**src/rtl/ccp_ctrl_pkg.sv**
```systemverilog
// What this block does
// - Module enable bit on runs the selected mode; off disables module.
// - Stop-in-idle bit set halts module while device idles.
// - Clock-sync bit synchronises non-system time base clock to system clock.
// - Clock source field picks time base clock; codes 100 and 001 reserved.
// - Prescale field divides time base clock by 1, 4, 16 or 64.
// - Wide time base bit selects 32-bit instead of 16-bit time base.
// - Capture select bit chooses input capture versus compare/PWM/timer.
// - In capture modes the mode field selects the capture edge.
// - In compare modes the mode field selects the output function.
// - Compare code 1111 passes through external input chosen by capture source; code only flags it on externalPass, captureSource unused.
// - Postscaler source picks trigger or period events; ignored in capture.
// - Postscale value N raises interrupt every N+1 events.
// - Capture postscale above 1:4 overflows the capture FIFO.
// - Trigger enable runs triggered time base; retrigger works only with it.
// - One-shot bit enables one-shot trigger lasting one-shot count periods.
// - Alternate sync bit chooses alternate signal as sync output.
// - Sync source field selects sync input, free rollover or none.
// - Auxiliary select 01 picks period rollover; 10, 11 pick mode-dependent signals.
// - Restart enable clears shutdown flag at next period after shutdown ends.
// - Gate mode bit delays shutdown to next time base rollover.
// - Software shutdown bit forces a shutdown event, honouring gate mode.
// - Shutdown source enable bits gate comparators, modules, logic cell, fault.
// - Auxiliary select 00 disables the auxiliary output.
// - Shutdown flag reads one while shutdown holds outputs.
package ccp_ctrl_pkg;
    localparam logic [1:0]  ADDR_CTRL_LOW  = 2'h0;
    localparam logic [1:0]  ADDR_CTRL_HIGH = 2'h1;
    localparam logic [1:0]  ADDR_SHUTDOWN  = 2'h2;
    localparam logic [1:0]  ADDR_STATUS    = 2'h3;
    localparam logic [15:0] CTRL_LOW_RST   = 16'h0000;
    localparam logic [15:0] CTRL_HIGH_RST  = 16'h0000;
    localparam logic [15:0] SHUTDOWN_RST   = 16'h0000;
    localparam logic [15:0] CTRL_LOW_MASK  = 16'hAFFF;
    localparam logic [15:0] CTRL_HIGH_MASK = 16'hCFFF;
    localparam logic [15:0] SHUTDOWN_MASK  = 16'hD0FF;
    localparam int          ENABLE_POS     = 15;
    localparam int          IDLE_STOP_POS  = 13;
    localparam int          CLK_SYNC_POS   = 11;
    localparam int          CLK_SRC_LSB    = 8;
    localparam int          PRESCALE_LSB   = 6;
    localparam int          WIDE_POS       = 5;
    localparam int          CAPTURE_POS    = 4;
    localparam int          POST_SRC_POS   = 15;
    localparam int          RETRIG_POS     = 14;
    localparam int          POSTSCALE_LSB  = 8;
    localparam int          TRIG_EN_POS    = 7;
    localparam int          ONE_SHOT_POS   = 6;
    localparam int          ALT_SYNC_POS   = 5;
    localparam int          RESTART_POS    = 15;
    localparam int          GATE_MODE_POS  = 14;
    localparam int          SW_SHUT_POS    = 12;
    localparam logic [2:0]  CLK_EXT_A      = 3'h7;
    localparam logic [2:0]  CLK_EXT_B      = 3'h6;
    localparam logic [2:0]  CLK_CELL1      = 3'h5;
    localparam logic [2:0]  CLK_LOW_POWER_RC_OSCILLATOR       = 3'h3;
    localparam logic [2:0]  CLK_SOSC       = 3'h2;
    localparam logic [2:0]  CLK_PERIPH     = 3'h0;
    localparam logic [4:0]  SYNC_NONE      = 5'h00;
    localparam logic [4:0]  SYNC_TIMER1    = 5'h0B;
    localparam logic [4:0]  SYNC_CELL1     = 5'h10;
    localparam logic [4:0]  SYNC_CELL2     = 5'h11;
    localparam logic [4:0]  SYNC_CONV      = 5'h1B;
    localparam logic [4:0]  SYNC_FREE      = 5'h1F;
    localparam logic [3:0]  MOD_EXT_INPUT  = 4'hF;
    typedef enum logic [1:0] {AUX_OFF, AUX_ROLL, AUX_EVENT, AUX_SIGNAL} aux_sel_e;
    typedef enum {SD_RUN, SD_ARMED, SD_HELD} shut_state_e;
endpackage

```
**src/rtl/ccp_ctrl.sv**
```systemverilog
`timescale 1ns/1ps
// Control plane of a capture/compare/PWM/timer unit: registers, mode decode,
// time base clock select and prescale, postscaler, sync select, aux output, shutdown.
module ccp_ctrl
    import ccp_ctrl_pkg::*;
(
    input  wire logic        clk,
    input  wire logic        rst_n,
    input  wire logic [1:0]  regAddr,
    input  wire logic [15:0] regWdata,
    input  wire logic        regWrite,
    input  wire logic        regRead,
    output logic [15:0]      regRdata,
    input  wire logic        idleMode,
    input  wire logic        extClockA,
    input  wire logic        extClockB,
    input  wire logic        cellOneClock,
    input  wire logic        lowPowerRcClock,
    input  wire logic        secondaryOscClock,
    input  wire logic [4:0]  moduleSyncIn,
    input  wire logic        timerOneSync,
    input  wire logic        cellOneOut,
    input  wire logic        cellTwoOut,
    input  wire logic        converterSync,
    input  wire logic        altSyncSignal,
    input  wire logic        periodRollover,
    input  wire logic        triggerOutEvent,
    input  wire logic        captureEvent,
    input  wire logic        compareEvent,
    input  wire logic        compareSignal,
    input  wire logic        specialTrigger,
    input  wire logic        captureDisable,
    input  wire logic [2:0]  captureSource,
    input  wire logic [1:0]  auxiliaryOutputSelect,
    input  wire logic [2:0]  oneShotCountField,
    input  wire logic [6:0]  shutdownSources,
    output logic             moduleRun,
    output logic             timeBaseTick,
    output logic             wideTimeBase,
    output logic             captureMode,
    output logic [3:0]       modeCode,
    output logic             modeReserved,
    output logic             externalPass,
    output logic             interruptPulse,
    output logic             triggerMode,
    output logic             retriggerAllowed,
    output logic             oneShotMode,
    output logic [2:0]       oneShotCount,
    output logic             syncOut,
    output logic             syncSelected,
    output logic             freeRollover,
    output logic             auxOut,
    output logic             shutdownActive
);
    logic [15:0] ctrlLow;
    logic [15:0] ctrlHigh;
    logic [15:0] shutCtrl;
    logic        shutFlag;
    logic        flagClearWrite;
    logic [4:0]  rawClk1;
    logic [4:0]  rawClk2;
    logic        selClk;
    logic        selClkQ;
    logic        clkEdge;
    logic [5:0]  preCount;
    logic [5:0]  preLimit;
    logic [3:0]  postCount;
    logic        postEvent;
    logic        syncSrc;
    logic [6:0]  shutIn1;
    logic [6:0]  shutIn2;
    logic        shutReq;
    logic        auxNext;
    shut_state_e shutState;

    // Bus writes; the status register is flag-only
    always_ff @(posedge clk) begin
        if (!rst_n) begin
            ctrlLow  <= CTRL_LOW_RST;
            ctrlHigh <= CTRL_HIGH_RST;
            shutCtrl <= SHUTDOWN_RST;
        end else if (regWrite) begin
            case (regAddr)
                ADDR_CTRL_LOW:  ctrlLow  <= regWdata & CTRL_LOW_MASK;
                ADDR_CTRL_HIGH: ctrlHigh <= regWdata & CTRL_HIGH_MASK;
                ADDR_SHUTDOWN:  shutCtrl <= regWdata & SHUTDOWN_MASK;
                default: ;
            endcase
        end
    end

    // Read data valid only in the cycle after the strobe
    always_ff @(posedge clk) begin
        if (!rst_n) begin
            regRdata <= 16'h0000;
        end else if (regRead) begin
            case (regAddr)
                ADDR_CTRL_LOW:  regRdata <= ctrlLow;
                ADDR_CTRL_HIGH: regRdata <= ctrlHigh;
                ADDR_SHUTDOWN:  regRdata <= shutCtrl;
                ADDR_STATUS:    regRdata <= {11'h000, shutFlag, 4'h0};
                default:        regRdata <= 16'h0000;
            endcase
        end else begin
            regRdata <= 16'h0000;
        end
    end

    // Module runs when enabled and not stopped by idle
    always_ff @(posedge clk) begin
        if (!rst_n) begin
            moduleRun <= 1'b0;
        end else begin
            moduleRun <= ctrlLow[ENABLE_POS] && !(ctrlLow[IDLE_STOP_POS] && idleMode);
        end
    end

    // Foreign clocks pass two flops; the peripheral clock ticks every cycle
    always_ff @(posedge clk) begin
        if (!rst_n) begin
            rawClk1 <= 5'h00;
            rawClk2 <= 5'h00;
            selClkQ <= 1'b0;
        end else begin
            rawClk1 <= {extClockA, extClockB, cellOneClock, lowPowerRcClock, secondaryOscClock};
            rawClk2 <= rawClk1;
            selClkQ <= selClk;
        end
    end

    // Source select; reserved codes give no clock
    always_comb begin
        case (ctrlLow[CLK_SRC_LSB +: 3])
            CLK_EXT_A: selClk = rawClk2[4];
            CLK_EXT_B: selClk = rawClk2[3];
            CLK_CELL1: selClk = rawClk2[2];
            CLK_LOW_POWER_RC_OSCILLATOR:  selClk = rawClk2[1];
            CLK_SOSC:  selClk = rawClk2[0];
            default:   selClk = 1'b0;
        endcase
        if (ctrlLow[CLK_SRC_LSB +: 3] == CLK_PERIPH) begin
            clkEdge = 1'b1;
        end else begin
            // Without sync the async source cannot be sampled safely, so it stays idle
            clkEdge = ctrlLow[CLK_SYNC_POS] && selClk && !selClkQ;
        end
        case (ctrlLow[PRESCALE_LSB +: 2])
            2'h0:    preLimit = 6'h00;
            2'h1:    preLimit = 6'h03;
            2'h2:    preLimit = 6'h0F;
            default: preLimit = 6'h3F;
        endcase
    end

    // Prescaler counts source edges
    always_ff @(posedge clk) begin
        if (!rst_n) begin
            preCount     <= 6'h00;
            timeBaseTick <= 1'b0;
        end else if (!moduleRun) begin
            preCount     <= 6'h00;
            timeBaseTick <= 1'b0;
        end else if (clkEdge) begin
            preCount     <= (preCount >= preLimit) ? 6'h00 : preCount + 6'h01;
            timeBaseTick <= (preCount >= preLimit);
        end else begin
            timeBaseTick <= 1'b0;
        end
    end

    // Mode decode
    always_ff @(posedge clk) begin
        if (!rst_n) begin
            wideTimeBase <= 1'b0;
            captureMode  <= 1'b0;
            modeCode     <= 4'h0;
            modeReserved <= 1'b0;
            externalPass <= 1'b0;
        end else begin
            wideTimeBase <= ctrlLow[WIDE_POS];
            captureMode  <= ctrlLow[CAPTURE_POS];
            modeCode     <= ctrlLow[3:0];
            // Capture: 011x,1xxx reserved; compare: 10xx,110x,1110 reserved
            modeReserved <= ctrlLow[CAPTURE_POS] ? (ctrlLow[3] || ctrlLow[2:1] == 2'h3)
                          : (ctrlLow[3] && ctrlLow[3:0] != MOD_EXT_INPUT);
            externalPass <= !ctrlLow[CAPTURE_POS] && ctrlLow[3:0] == MOD_EXT_INPUT;
        end
    end

    // Postscaler source; capture always scales capture events
    assign postEvent = ctrlLow[CAPTURE_POS] ? captureEvent
                     : (ctrlHigh[POST_SRC_POS] ? triggerOutEvent : periodRollover);

    // Capture FIFO overflow above 1:4 is software's concern, not guarded here
    always_ff @(posedge clk) begin
        if (!rst_n) begin
            postCount      <= 4'h0;
            interruptPulse <= 1'b0;
        end else if (!moduleRun) begin
            postCount      <= 4'h0;
            interruptPulse <= 1'b0;
        end else if (postEvent) begin
            postCount      <= (postCount >= ctrlHigh[POSTSCALE_LSB +: 4]) ? 4'h0 : postCount + 4'h1;
            interruptPulse <= (postCount >= ctrlHigh[POSTSCALE_LSB +: 4]);
        end else begin
            interruptPulse <= 1'b0;
        end
    end

    // Trigger and one-shot controls
    always_ff @(posedge clk) begin
        if (!rst_n) begin
            triggerMode      <= 1'b0;
            retriggerAllowed <= 1'b0;
            oneShotMode      <= 1'b0;
            oneShotCount     <= 3'h0;
        end else begin
            triggerMode      <= ctrlHigh[TRIG_EN_POS];
            retriggerAllowed <= ctrlHigh[TRIG_EN_POS] && ctrlHigh[RETRIG_POS];
            oneShotMode      <= ctrlHigh[ONE_SHOT_POS];
            oneShotCount     <= ctrlHigh[ONE_SHOT_POS] ? oneShotCountField : 3'h0;
        end
    end

    // Sync input select; remote sources assumed already synchronous
    always_comb begin
        case (ctrlHigh[4:0])
            5'h01:       syncSrc = moduleSyncIn[0];
            5'h02:       syncSrc = moduleSyncIn[1];
            5'h03:       syncSrc = moduleSyncIn[2];
            5'h04:       syncSrc = moduleSyncIn[3];
            5'h05:       syncSrc = moduleSyncIn[4];
            SYNC_TIMER1: syncSrc = timerOneSync;
            SYNC_CELL1:  syncSrc = cellOneOut;
            SYNC_CELL2:  syncSrc = cellTwoOut;
            SYNC_CONV:   syncSrc = converterSync;
            default:     syncSrc = 1'b0;
        endcase
    end

    // Aux output: the select picks the signal, the module family refines it
    always_comb begin
        case (aux_sel_e'(auxiliaryOutputSelect))
            AUX_ROLL:   auxNext = periodRollover;
            AUX_EVENT:  auxNext = ctrlLow[CAPTURE_POS] ? captureDisable
                                : (ctrlLow[3:0] == 4'h0 ? specialTrigger : compareEvent);
            AUX_SIGNAL: auxNext = ctrlLow[CAPTURE_POS] ? captureEvent
                                : (ctrlLow[3:0] != 4'h0 && compareSignal);
            default:    auxNext = 1'b0;
        endcase
    end

    always_ff @(posedge clk) begin
        if (!rst_n) begin
            syncOut      <= 1'b0;
            syncSelected <= 1'b0;
            freeRollover <= 1'b0;
            auxOut       <= 1'b0;
        end else begin
            syncOut      <= ctrlHigh[ALT_SYNC_POS] ? altSyncSignal : periodRollover;
            syncSelected <= moduleRun && syncSrc;
            freeRollover <= ctrlHigh[4:0] == SYNC_FREE;
            auxOut       <= moduleRun && auxNext;
        end
    end

    // Shutdown sources pass two flops, then the enable mask
    always_ff @(posedge clk) begin
        if (!rst_n) begin
            shutIn1 <= 7'h00;
            shutIn2 <= 7'h00;
        end else begin
            shutIn1 <= shutdownSources;
            shutIn2 <= shutIn1;
        end
    end
    assign shutReq = |(shutIn2 & shutCtrl[6:0]) || shutCtrl[SW_SHUT_POS];
    assign flagClearWrite = regWrite && regAddr == ADDR_STATUS && !regWdata[4];

    // Shutdown sequencer; a new request beats a software clear
    always_ff @(posedge clk) begin
        if (!rst_n) begin
            shutState <= SD_RUN;
            shutFlag  <= 1'b0;
        end else begin
            case (shutState)
                SD_RUN: begin
                    if (shutReq && (!shutCtrl[GATE_MODE_POS] || periodRollover)) begin
                        shutState <= SD_HELD;
                        shutFlag  <= 1'b1;
                    end else if (shutReq) begin
                        shutState <= SD_ARMED;
                    end
                end
                SD_ARMED: begin
                    if (shutReq && (periodRollover || !shutCtrl[GATE_MODE_POS])) begin
                        shutState <= SD_HELD;
                        shutFlag  <= 1'b1;
                    end else if (!shutReq) begin
                        shutState <= SD_RUN;
                    end
                end
                SD_HELD: begin
                    if (!shutReq && ((shutCtrl[RESTART_POS] && periodRollover) || flagClearWrite)) begin
                        shutState <= SD_RUN;
                        shutFlag  <= 1'b0;
                    end
                end
                default: shutState <= SD_RUN;
            endcase
        end
    end

    always_ff @(posedge clk) begin
        if (!rst_n) begin
            shutdownActive <= 1'b0;
        end else begin
            shutdownActive <= moduleRun && shutFlag;
        end
    end

    // Assertions
    a_enable_gates_run: assert property (@(posedge clk) disable iff (!rst_n)
        !ctrlLow[ENABLE_POS] |=> !moduleRun) else $error("run without enable");

    a_idle_stop_halt: assert property (@(posedge clk) disable iff (!rst_n)
        ctrlLow[IDLE_STOP_POS] && idleMode |=> !moduleRun) else $error("ran in idle");

    a_retrig_needs_trig: assert property (@(posedge clk) disable iff (!rst_n)
        retriggerAllowed |-> $past(ctrlHigh[TRIG_EN_POS])) else $error("retrigger without trigger");

    a_ext_pass_decode: assert property (@(posedge clk) disable iff (!rst_n)
        externalPass |-> !captureMode && modeCode == MOD_EXT_INPUT) else $error("bad external mode");

    a_tick_div_one: assert property (@(posedge clk) disable iff (!rst_n)
        moduleRun && $past(moduleRun) && ctrlLow[10:6] == 5'h00 |=> timeBaseTick) else $error("no tick");

    // Shutdown checks
    a_gate_waits_roll: assert property (@(posedge clk) disable iff (!rst_n)
        $rose(shutFlag) && $past(shutCtrl[GATE_MODE_POS]) |-> $past(periodRollover)) else $error("early shutdown");

    a_flag_holds_req: assert property (@(posedge clk) disable iff (!rst_n)
        $fell(shutFlag) |-> !$past(shutReq)) else $error("cleared under request");

    a_shut_at_once: assert property (@(posedge clk) disable iff (!rst_n)
        shutReq && !shutCtrl[GATE_MODE_POS] && !shutFlag |=> shutFlag) else $error("late shutdown");

    // Sync, aux and one-shot checks
    a_free_roll_code: assert property (@(posedge clk) disable iff (!rst_n)
        freeRollover |-> $past(ctrlHigh[4:0]) == SYNC_FREE) else $error("bad free rollover");

    a_sync_alt_select: assert property (@(posedge clk) disable iff (!rst_n)
        ctrlHigh[ALT_SYNC_POS] |=> syncOut == $past(altSyncSignal)) else $error("sync wrong");

    a_aux_off_quiet: assert property (@(posedge clk) disable iff (!rst_n)
        auxiliaryOutputSelect == 2'h0 |=> !auxOut) else $error("aux not off");

    a_aux_roll_copy: assert property (@(posedge clk) disable iff (!rst_n)
        moduleRun && auxiliaryOutputSelect == 2'h1 |=> auxOut == $past(periodRollover)) else $error("aux not roll");

    a_shot_count_field: assert property (@(posedge clk) disable iff (!rst_n)
        ctrlHigh[ONE_SHOT_POS] |=> oneShotCount == $past(oneShotCountField)) else $error("bad one-shot count");

    c_aux_seen: cover property (@(posedge clk) auxOut);
    c_shut_entered: cover property (@(posedge clk) $rose(shutFlag));
    c_interrupt_seen: cover property (@(posedge clk) interruptPulse);
    c_auto_restart: cover property (@(posedge clk) $fell(shutFlag) && shutCtrl[RESTART_POS]);
endmodule // ccp_ctrl

```
**config.mk**
```make
export PLATFORM = sky130hd
export DESIGN_NAME = ccp_ctrl
export DESIGN_NICKNAME = d
export VERILOG_FILES = /design/src/rtl/ccp_ctrl_pkg.sv /design/src/rtl/ccp_ctrl.sv
export SDC_FILE = /design/constraint.sdc
export NUM_CORES = 1
export LEC_CHECK = 0
export ABC_AREA = 0
export BUFFER_PORTS_ARGS = -buffer_cell sky130_fd_sc_hd__buf_2
export CAP_MARGIN = 20
export CORE_UTILIZATION = 54
export DETAILED_ROUTE_END_ITERATION = 7
export PLACE_DENSITY_LB_ADDON = 0.12
export RECOVER_POWER = 50
export SYNTH_ARGS = -nofsm -noshare
export SYNTH_HDL_FRONTEND = slang
export SYNTH_SLANG_ARGS = --single-unit
```
**constraint.sdc**
```tcl
create_clock -name clk -period 2 [get_ports clk]
set_input_delay 0.4 -clock clk [delete_from_list [all_inputs] [get_ports clk]]
set_output_delay 0.4 -clock clk [all_outputs]
set_load 0.03 [all_outputs]
```
==> metrics, run 1 <==
crit-path max cell delay=0.31 ns; vias=between 3,000 and 4,000; DRT Pass-1 Iters=5; sequential-to-total area share from yosys stat=0.501; Max IR drop VDD=approximately 660 µV; power share of the clock group=0.511; setup TNS=0 ns; dpl ws=approximately 0.033 ns; Antenna Nets Post-Route=0; dominant cells by area after synthesis=dfxtp_1, nand2_1, a21boi_0; Layout Nets=675; vias in the first global route=~3,600; final setup vio count=0; CP startpoint kind=register; Yosys top cell by area=dfxtp_1; final worst path period need=around 1.9 ns; Main synth FF type=dfxtp_1; Antenna Cells=0; DRC=0; Finished Cell Area=between 5000 and 6000 µm²; initial core utilization=0.559; GR Overflow Total=0; Cell Int Power=approximately 4.3 mW; TritonCTS clock tree=done; Initial DRC Count=218; Leak=between 2 and 2.5 nW; row count=33; worst setup path class=reg -> reg; power per cell area=between 900 and 1000 nW/µm²; Final HPWL DP=7460 µm; area of the multi-input gates=about 2200 µm²; worst hold path type=in -> reg; combinational power share=0.065; drt via density=between 5 and 6; # H-tree levels=4; max cap viols=0; outcome=finished clean; asr flop ratio synth=0; Worst-path clk slew=0.06 ns; clk sinks=~120; DIE HEIGHT=around 94 µm; Placeable Area=a little over 8000 µm²; sequential share of power=0.424; Post-Syn Area=4590 µm²; placed cells=slightly below 700; share of layout cells above drive strength 1=0.248; antenna violations before repair=0; Critical Path Fanout Max=5; Tcrit/Tclk final=0.952; Setup Skew=0.00761 ns; dpl cell area=about 5200 µm²; Post-Syn Nets=571; final worst slack=just under 0.1 ns; I/O pin cnt=approximately 100; Net Switching=roughly 1.3 mW; Slew @ Worst Pin=roughly 1.3 ns; final WL=11,000 µm; area grow syn2layout=25.9%; die area=~8900 µm²; Achievable Freq=between 500 and 600 MHz; final hold violations=0; post-DR wirelength/cell=15.3 µm; endpoint class of the critical path=register; Slew headroom=0.131; IO buf count=94; Netlist cell types=55; Seq. cell area=between 2000 and 2500 µm²; Max clock buf depth=2; fin cells=722; Buffers & Inverters on Critical Path=0; Root Driver=clkbuf_8; WHS=0.0852 ns; Cells after Synth=~500; Die W=roughly 94 µm; routability cong.=~0.82; Synth Register Bits=115; Avg Cell Area, Syn=9.16 µm²; CP delay by family, top=compound AO/OA/AOI/OAI gates; final core occ=0.703; top cell type's share of synthesized area=0.501; Slew Viols, Final=0; Clock Latency Late Sink=between 0.5 and 0.6 ns; Sw Share=0.232; slowest CP cell=dfxtp_1; Num CTS Buffers=17; CP Cell Sequence=or2_2, ha_1, nor2b_1, o221ai_2, a21oi_2, nand3_1, a31oi_1; WP data arrival=~2.3 ns; fillcell total=around 650; largest net degree at the start of global routing=43; EDFF count, synth=0; Worst EP required=approximately 2.4 ns; total power=around 5.6 mW; YS warnings=0; global-route wire length before repair=~18,000 µm; Tot GR Track Use=0.260
## layout make-up
| class | instances | share of cell area |
|---|---|---|
| Sequential cell | 115 | 0.398 |
| Timing Repair Buffer | 110 | 0.0992 |
| Clock buffer | 19 | 0.0764 |
| Inverter | 9 | 0.00585 |
| Multi-Input combinational cell | 352 | 0.374 |
| Clock inverter | 12 | 0.0232 |
| Tap cell | 105 | 0.0227 |
## final timing paths
| kind | to | startpoint | slack, ns | cells past startpoint |
|---|---|---|---|---|
| max reg2reg | preCount[5] | ctrlLow[6] | 0.1 | 7 |
| max | preCount[5] | ctrlLow[6] | 0.1 | 7 |
| min | moduleRun | idleMode | 0.09 | 2 |
| min reg2reg | rawClk2[2] | rawClk1[2] | 0.43 | 1 |
## cells in the final DEF, fill, tap and decap left out, types with 13 or more instances in the layout
cell	Yosys	final
a21boi_0	31	35
dfxtp_1	115	115
nand3_1	23	23
mux2i_1	20	20
clkbuf_16	0	16
nor2_1	33	33
a21oi_1	17	17
and2_0	0	13
nand2_1	92	92
and2_1	36	23
buf_2	8	92
## metal layers
metal,wire length (µm),part of all wire,track usage
met5,0,0,0
met4,91,0.0082,0.0872
met1,4840,0.44,0.326
met3,691,0.063,0.0591
met2,5410,0.49,0.439
## cells in the mapped netlist, types with 3 or more instances
cell type / number
ha_1: 10
a21boi_1: 8
dfxtp_1: 115
a21oi_1: 17
and2_1: 36
and3_1: 7
nor2_1: 33
clkbuf_1: 16
nor2b_1: 11
a31oi_1: 3
nand2b_1: 4
nand3_1: 23
buf_2: 8
nand2_1: 92
nor3_1: 6
mux2i_1: 20
o21ai_0: 6
a21boi_0: 31
inv_1: 9
## sequential cells by signal (all words and copies together), names as in the netlist, 6 cells and up
signal,cells
shutIn2,7
preCount,6
ctrlLow,14
regRdata,16
ctrlHigh,14
shutIn1,7
shutCtrl,11
## worst register-to-register path, cell delays in order (launching register included)
cell and delay (ns):
dfxtp_1 0.31, or2_2 0.30, ha_1 0.28, nor2b_1 0.15
o221ai_2 0.18, a21oi_2 0.31, nand3_1 0.11, a31oi_1 0.18
## cell families (layout without fill, tap and decap cells)
group | after synthesis | in the layout | synth area share
muxes | 22 | 22 | 0.0518
and+or+nand+nor | 227 | 227 | 0.238
DFF | 115 | 115 | 0.501
xor gates and xnor gates | 3 | 3 | 0.00572
AOI/OAI and AO/OA | 89 | 90 | 0.143
adders and majority gates | 10 | 10 | 0.0273
buffers and inverters | 35 | 150 | 0.0333
## repair_timing
action                                  4_1_cts  5_1_grt
resized for setup                             0        3
hold buffers                                  0        0
setup buffers                                 0        1
endpoints found under the setup margin        0        7
## power by group through the flow
stage               Sequential, mW  Combinational (mW)  Clock, mW
detailed placement            2.44               0.358          0
CTS                           2.40               0.361       2.91
global placement              2.44               0.348          0
floorplan                     2.44               0.207          0
finish                        2.40               0.367       2.88
global route                  2.40               0.400       3.03
Power figures use the tool's default switching activity.
==> run 2: changes to the inputs <==
==> constraint.sdc (replaced) <==
create_clock -name clk -period 2 [get_ports clk]
set_input_delay 0.1 -clock clk [delete_from_list [all_inputs] [get_ports clk]]
set_output_delay 0.1 -clock clk [all_outputs]
set_load 0.03 [all_outputs]
==> run 2 against run 1 <==
Against the previous run: register-to-register slack lost 0.02 ns; flip-flop and latch count unchanged; combinational power increased by 16%; non-clock buffer count rose by 32; final area rose by 6.7%; largest cell class unchanged.
==> metrics, run 2 (same netlist as run 1, synthesis figures left out) <==
vias=3,995 (+2.6%); Slew headroom=0.295 (+0.163); Final HPWL DP=7070 µm (-5.3%); Num CTS Buffers=17 (unchanged); max cap viols=0 (unchanged); fin cells=754 (+4.4%); endpoint class of the critical path=register; Initial DRC Count=198 (-9.2%); Top Registers=regRdata: 16 flops, ctrlHigh: 14 flops, ctrlLow: 14 flops; DRC=0 (unchanged); Clock Latency Late Sink=0.51 ns (about the same); Post-CTS Setup Bufs=0 (unchanged); final worst path period need=1.92 ns (+0.0173 ns); die area=8870 µm² (unchanged); DIE HEIGHT=94.2 µm (unchanged); dpl cell area=5130 µm² (-1.3%); slowest CP cell=dfxtp_1; Tot GR Track Use=0.276 (+0.0156); CP delay by family, top=compound AO/OA/AOI/OAI gates; Achievable Freq=521 MHz (-0.90%); post-DR wirelength/cell=15.4 µm (+1.0%); Antenna Nets Post-Route=0 (unchanged); Max clock buf depth=2 (unchanged); Setup Skew=0.00856 ns (+0.000957 ns); placed cells=682 (-1.0%); most frequent cells in the layout=dfxtp_1, nand2_1, buf_2; Buffers & Inverters on Critical Path=0 (unchanged); TritonCTS clock tree=done; GR Overflow Total=0 (unchanged); Placeable Area=8220 µm² (unchanged); Tcrit/Tclk final=0.960 (+0.00865); share of layout cells above drive strength 1=0.193 (-0.0554); outcome=finished clean; worst hold path type=in -> reg; Root Driver=clkbuf_8; final WL=11,600 µm (+5.5%); RR Startpoint=ctrlLow[6]; I/O pin cnt=98 (unchanged); RR Endpoint=preCount[4]; max FFs per register=16 (unchanged); WP data arrival=2.35 ns (+0.02 ns); Slew Viols, Final=0 (unchanged); r2r worst-path depth=7 (unchanged); # H-tree levels=4 (unchanged); Worst-path clk slew=0.06 ns (about the same); clk sinks=115 (unchanged); final hold violations=0 (unchanged); Max IR drop VDD=768 µV (+17%); fillcell total=597 (-8.7%); largest net degree at the start of global routing=47 (+9.3%); worst setup path class=reg -> reg; Worst EP required=2.43 ns (about the same); final setup vio count=0 (unchanged); IO buf count=94 (unchanged); Leak=2.44 nW (+1.8%); Critical Path Fanout Max=5 (unchanged); routability cong.=0.809 (-1.1%); crit-path max cell delay=0.34 ns (+0.03 ns); hold path start=periodRollover; area grow syn2layout=34.4%; commonest non-fill, non-tap cell in the layout=dfxtp_1; DRT Pass-1 Iters=4 (-1); CP startpoint kind=register; reg-to-reg slack, setup=0.08 ns (-0.02 ns); drt via density=5.30 (-1.7%); Antenna Cells=0 (unchanged); Reg with most FFs=regRdata; power per cell area=964 nW/µm² (-1.3%); hold endpoint=shutState[0]; Hold Path Cell Cnt=3 (+1); row count=33 (unchanged); CP Cell Sequence=or2_4, ha_1, nor2b_1, o221ai_2, a21oi_4, nand3_2, a31oi_1; vias in the first global route=3,948 (+8.6%); Slew @ Worst Pin=1.06 ns (-0.245 ns); global-route wire length before repair=18,400 µm (+4.7%); Die W=94.2 µm (unchanged); Layout Nets=707 (+4.7%); Finished Cell Area=6170 µm² (+6.7%); antenna violations before repair=0 (unchanged); initial core utilization=0.559 (unchanged)
run 2: cell types whose count changed in the layout (fill, tap and decap cells not counted), sizes merged, moves of 4 or more:
cell / before / now
dlygate4sd3: 0 / 40
buf: 104 / 68
clkbuf: 25 / 51
clkinvlp: 8 / 2
inv: 9 / 13
run 2: layout make-up:
cell class | count | area [µm²] | share of cell area
multi-input combinational | 352 | 2200 | 0.357
clock buffer | 17 | 414 | 0.0671
clock inverter | 14 | 201 | 0.0327
sequential | 115 | 2300 | 0.373
timing repair buffer | 142 | 882 | 0.143
tap | 105 | 131 | 0.0213
inverter | 9 | 33.8 | 0.00548
run 2: worst max-delay path by stage:
| stage | from | endpoint | slack, ns | cells after the start |
|---|---|---|---|---|
| 6_report | ctrlLow[6] | preCount[4] | 0.08 | 7 |
| 5_1_grt | ctrlLow[6] | preCount[4] | -0.004 | 7 |
| 4_1_cts | ctrlLow[7] | preCount[5] | 0.04 | 7 |
| 3_5_place_dp | ctrlLow[7] | preCount[5] | -0.03 | 7 |
| 3_3_place_gp | ctrlLow[7] | preCount[2] | 0.11 | 7 |
| 2_1_floorplan | ctrlLow[7] | preCount[2] | 0.23 | 7 |
run 2: power by group:
part / switching, mW / internal (mW) / leakage (nW) / total, mW
registers: 0.0440 / 2.35 / 0.936 / 2.40
logic: 0.224 / 0.201 / 1.21 / 0.425
clock network: 1.09 / 2.03 / 0.296 / 3.12
run 2: tightest hold or removal path, cell delays in order:
cell	delay, ns
buf_2	0.17
nor2b_1	0.08
nor4bb_1	0.14
run 2: per-stage QoR:
stage / worst slack [ns] / hold slack [ns] / TNS [ns] / utilization / power (mW)
final: 0.0795 / 0.0290 / 0 / 0.751 / 5.95
after CTS: 0.0446 / 0.00284 / 0 / 0.749 / 5.97
after global routing: -0.00424 / 0.0257 / -0.00627 / 0.751 / 6.15
after detailed placement: -0.0254 / 0.286 / -0.0254 / 0.625 / 2.79
after global placement: 0.105 / 0.289 / 0 / 0.625 / 2.78
after floorplan: 0.228 / 0.191 / 0 / - / 2.65
run 2: timing repair:
action	CTS	global route
pin swaps	0	6
endpoints found under the setup margin	3	6
resized for setup	1	11
hold buffers	40	0
gates cloned	0	1
endpoints found under the hold margin	65	0
run 2: per-layer routing:
layer	GRT usage	share of wire	routed length (µm)
met1	0.323	0.43	4950
met2	0.461	0.48	5570
met3	0.0720	0.069	806
met4	0.144	0.027	311
met5	0	0	0
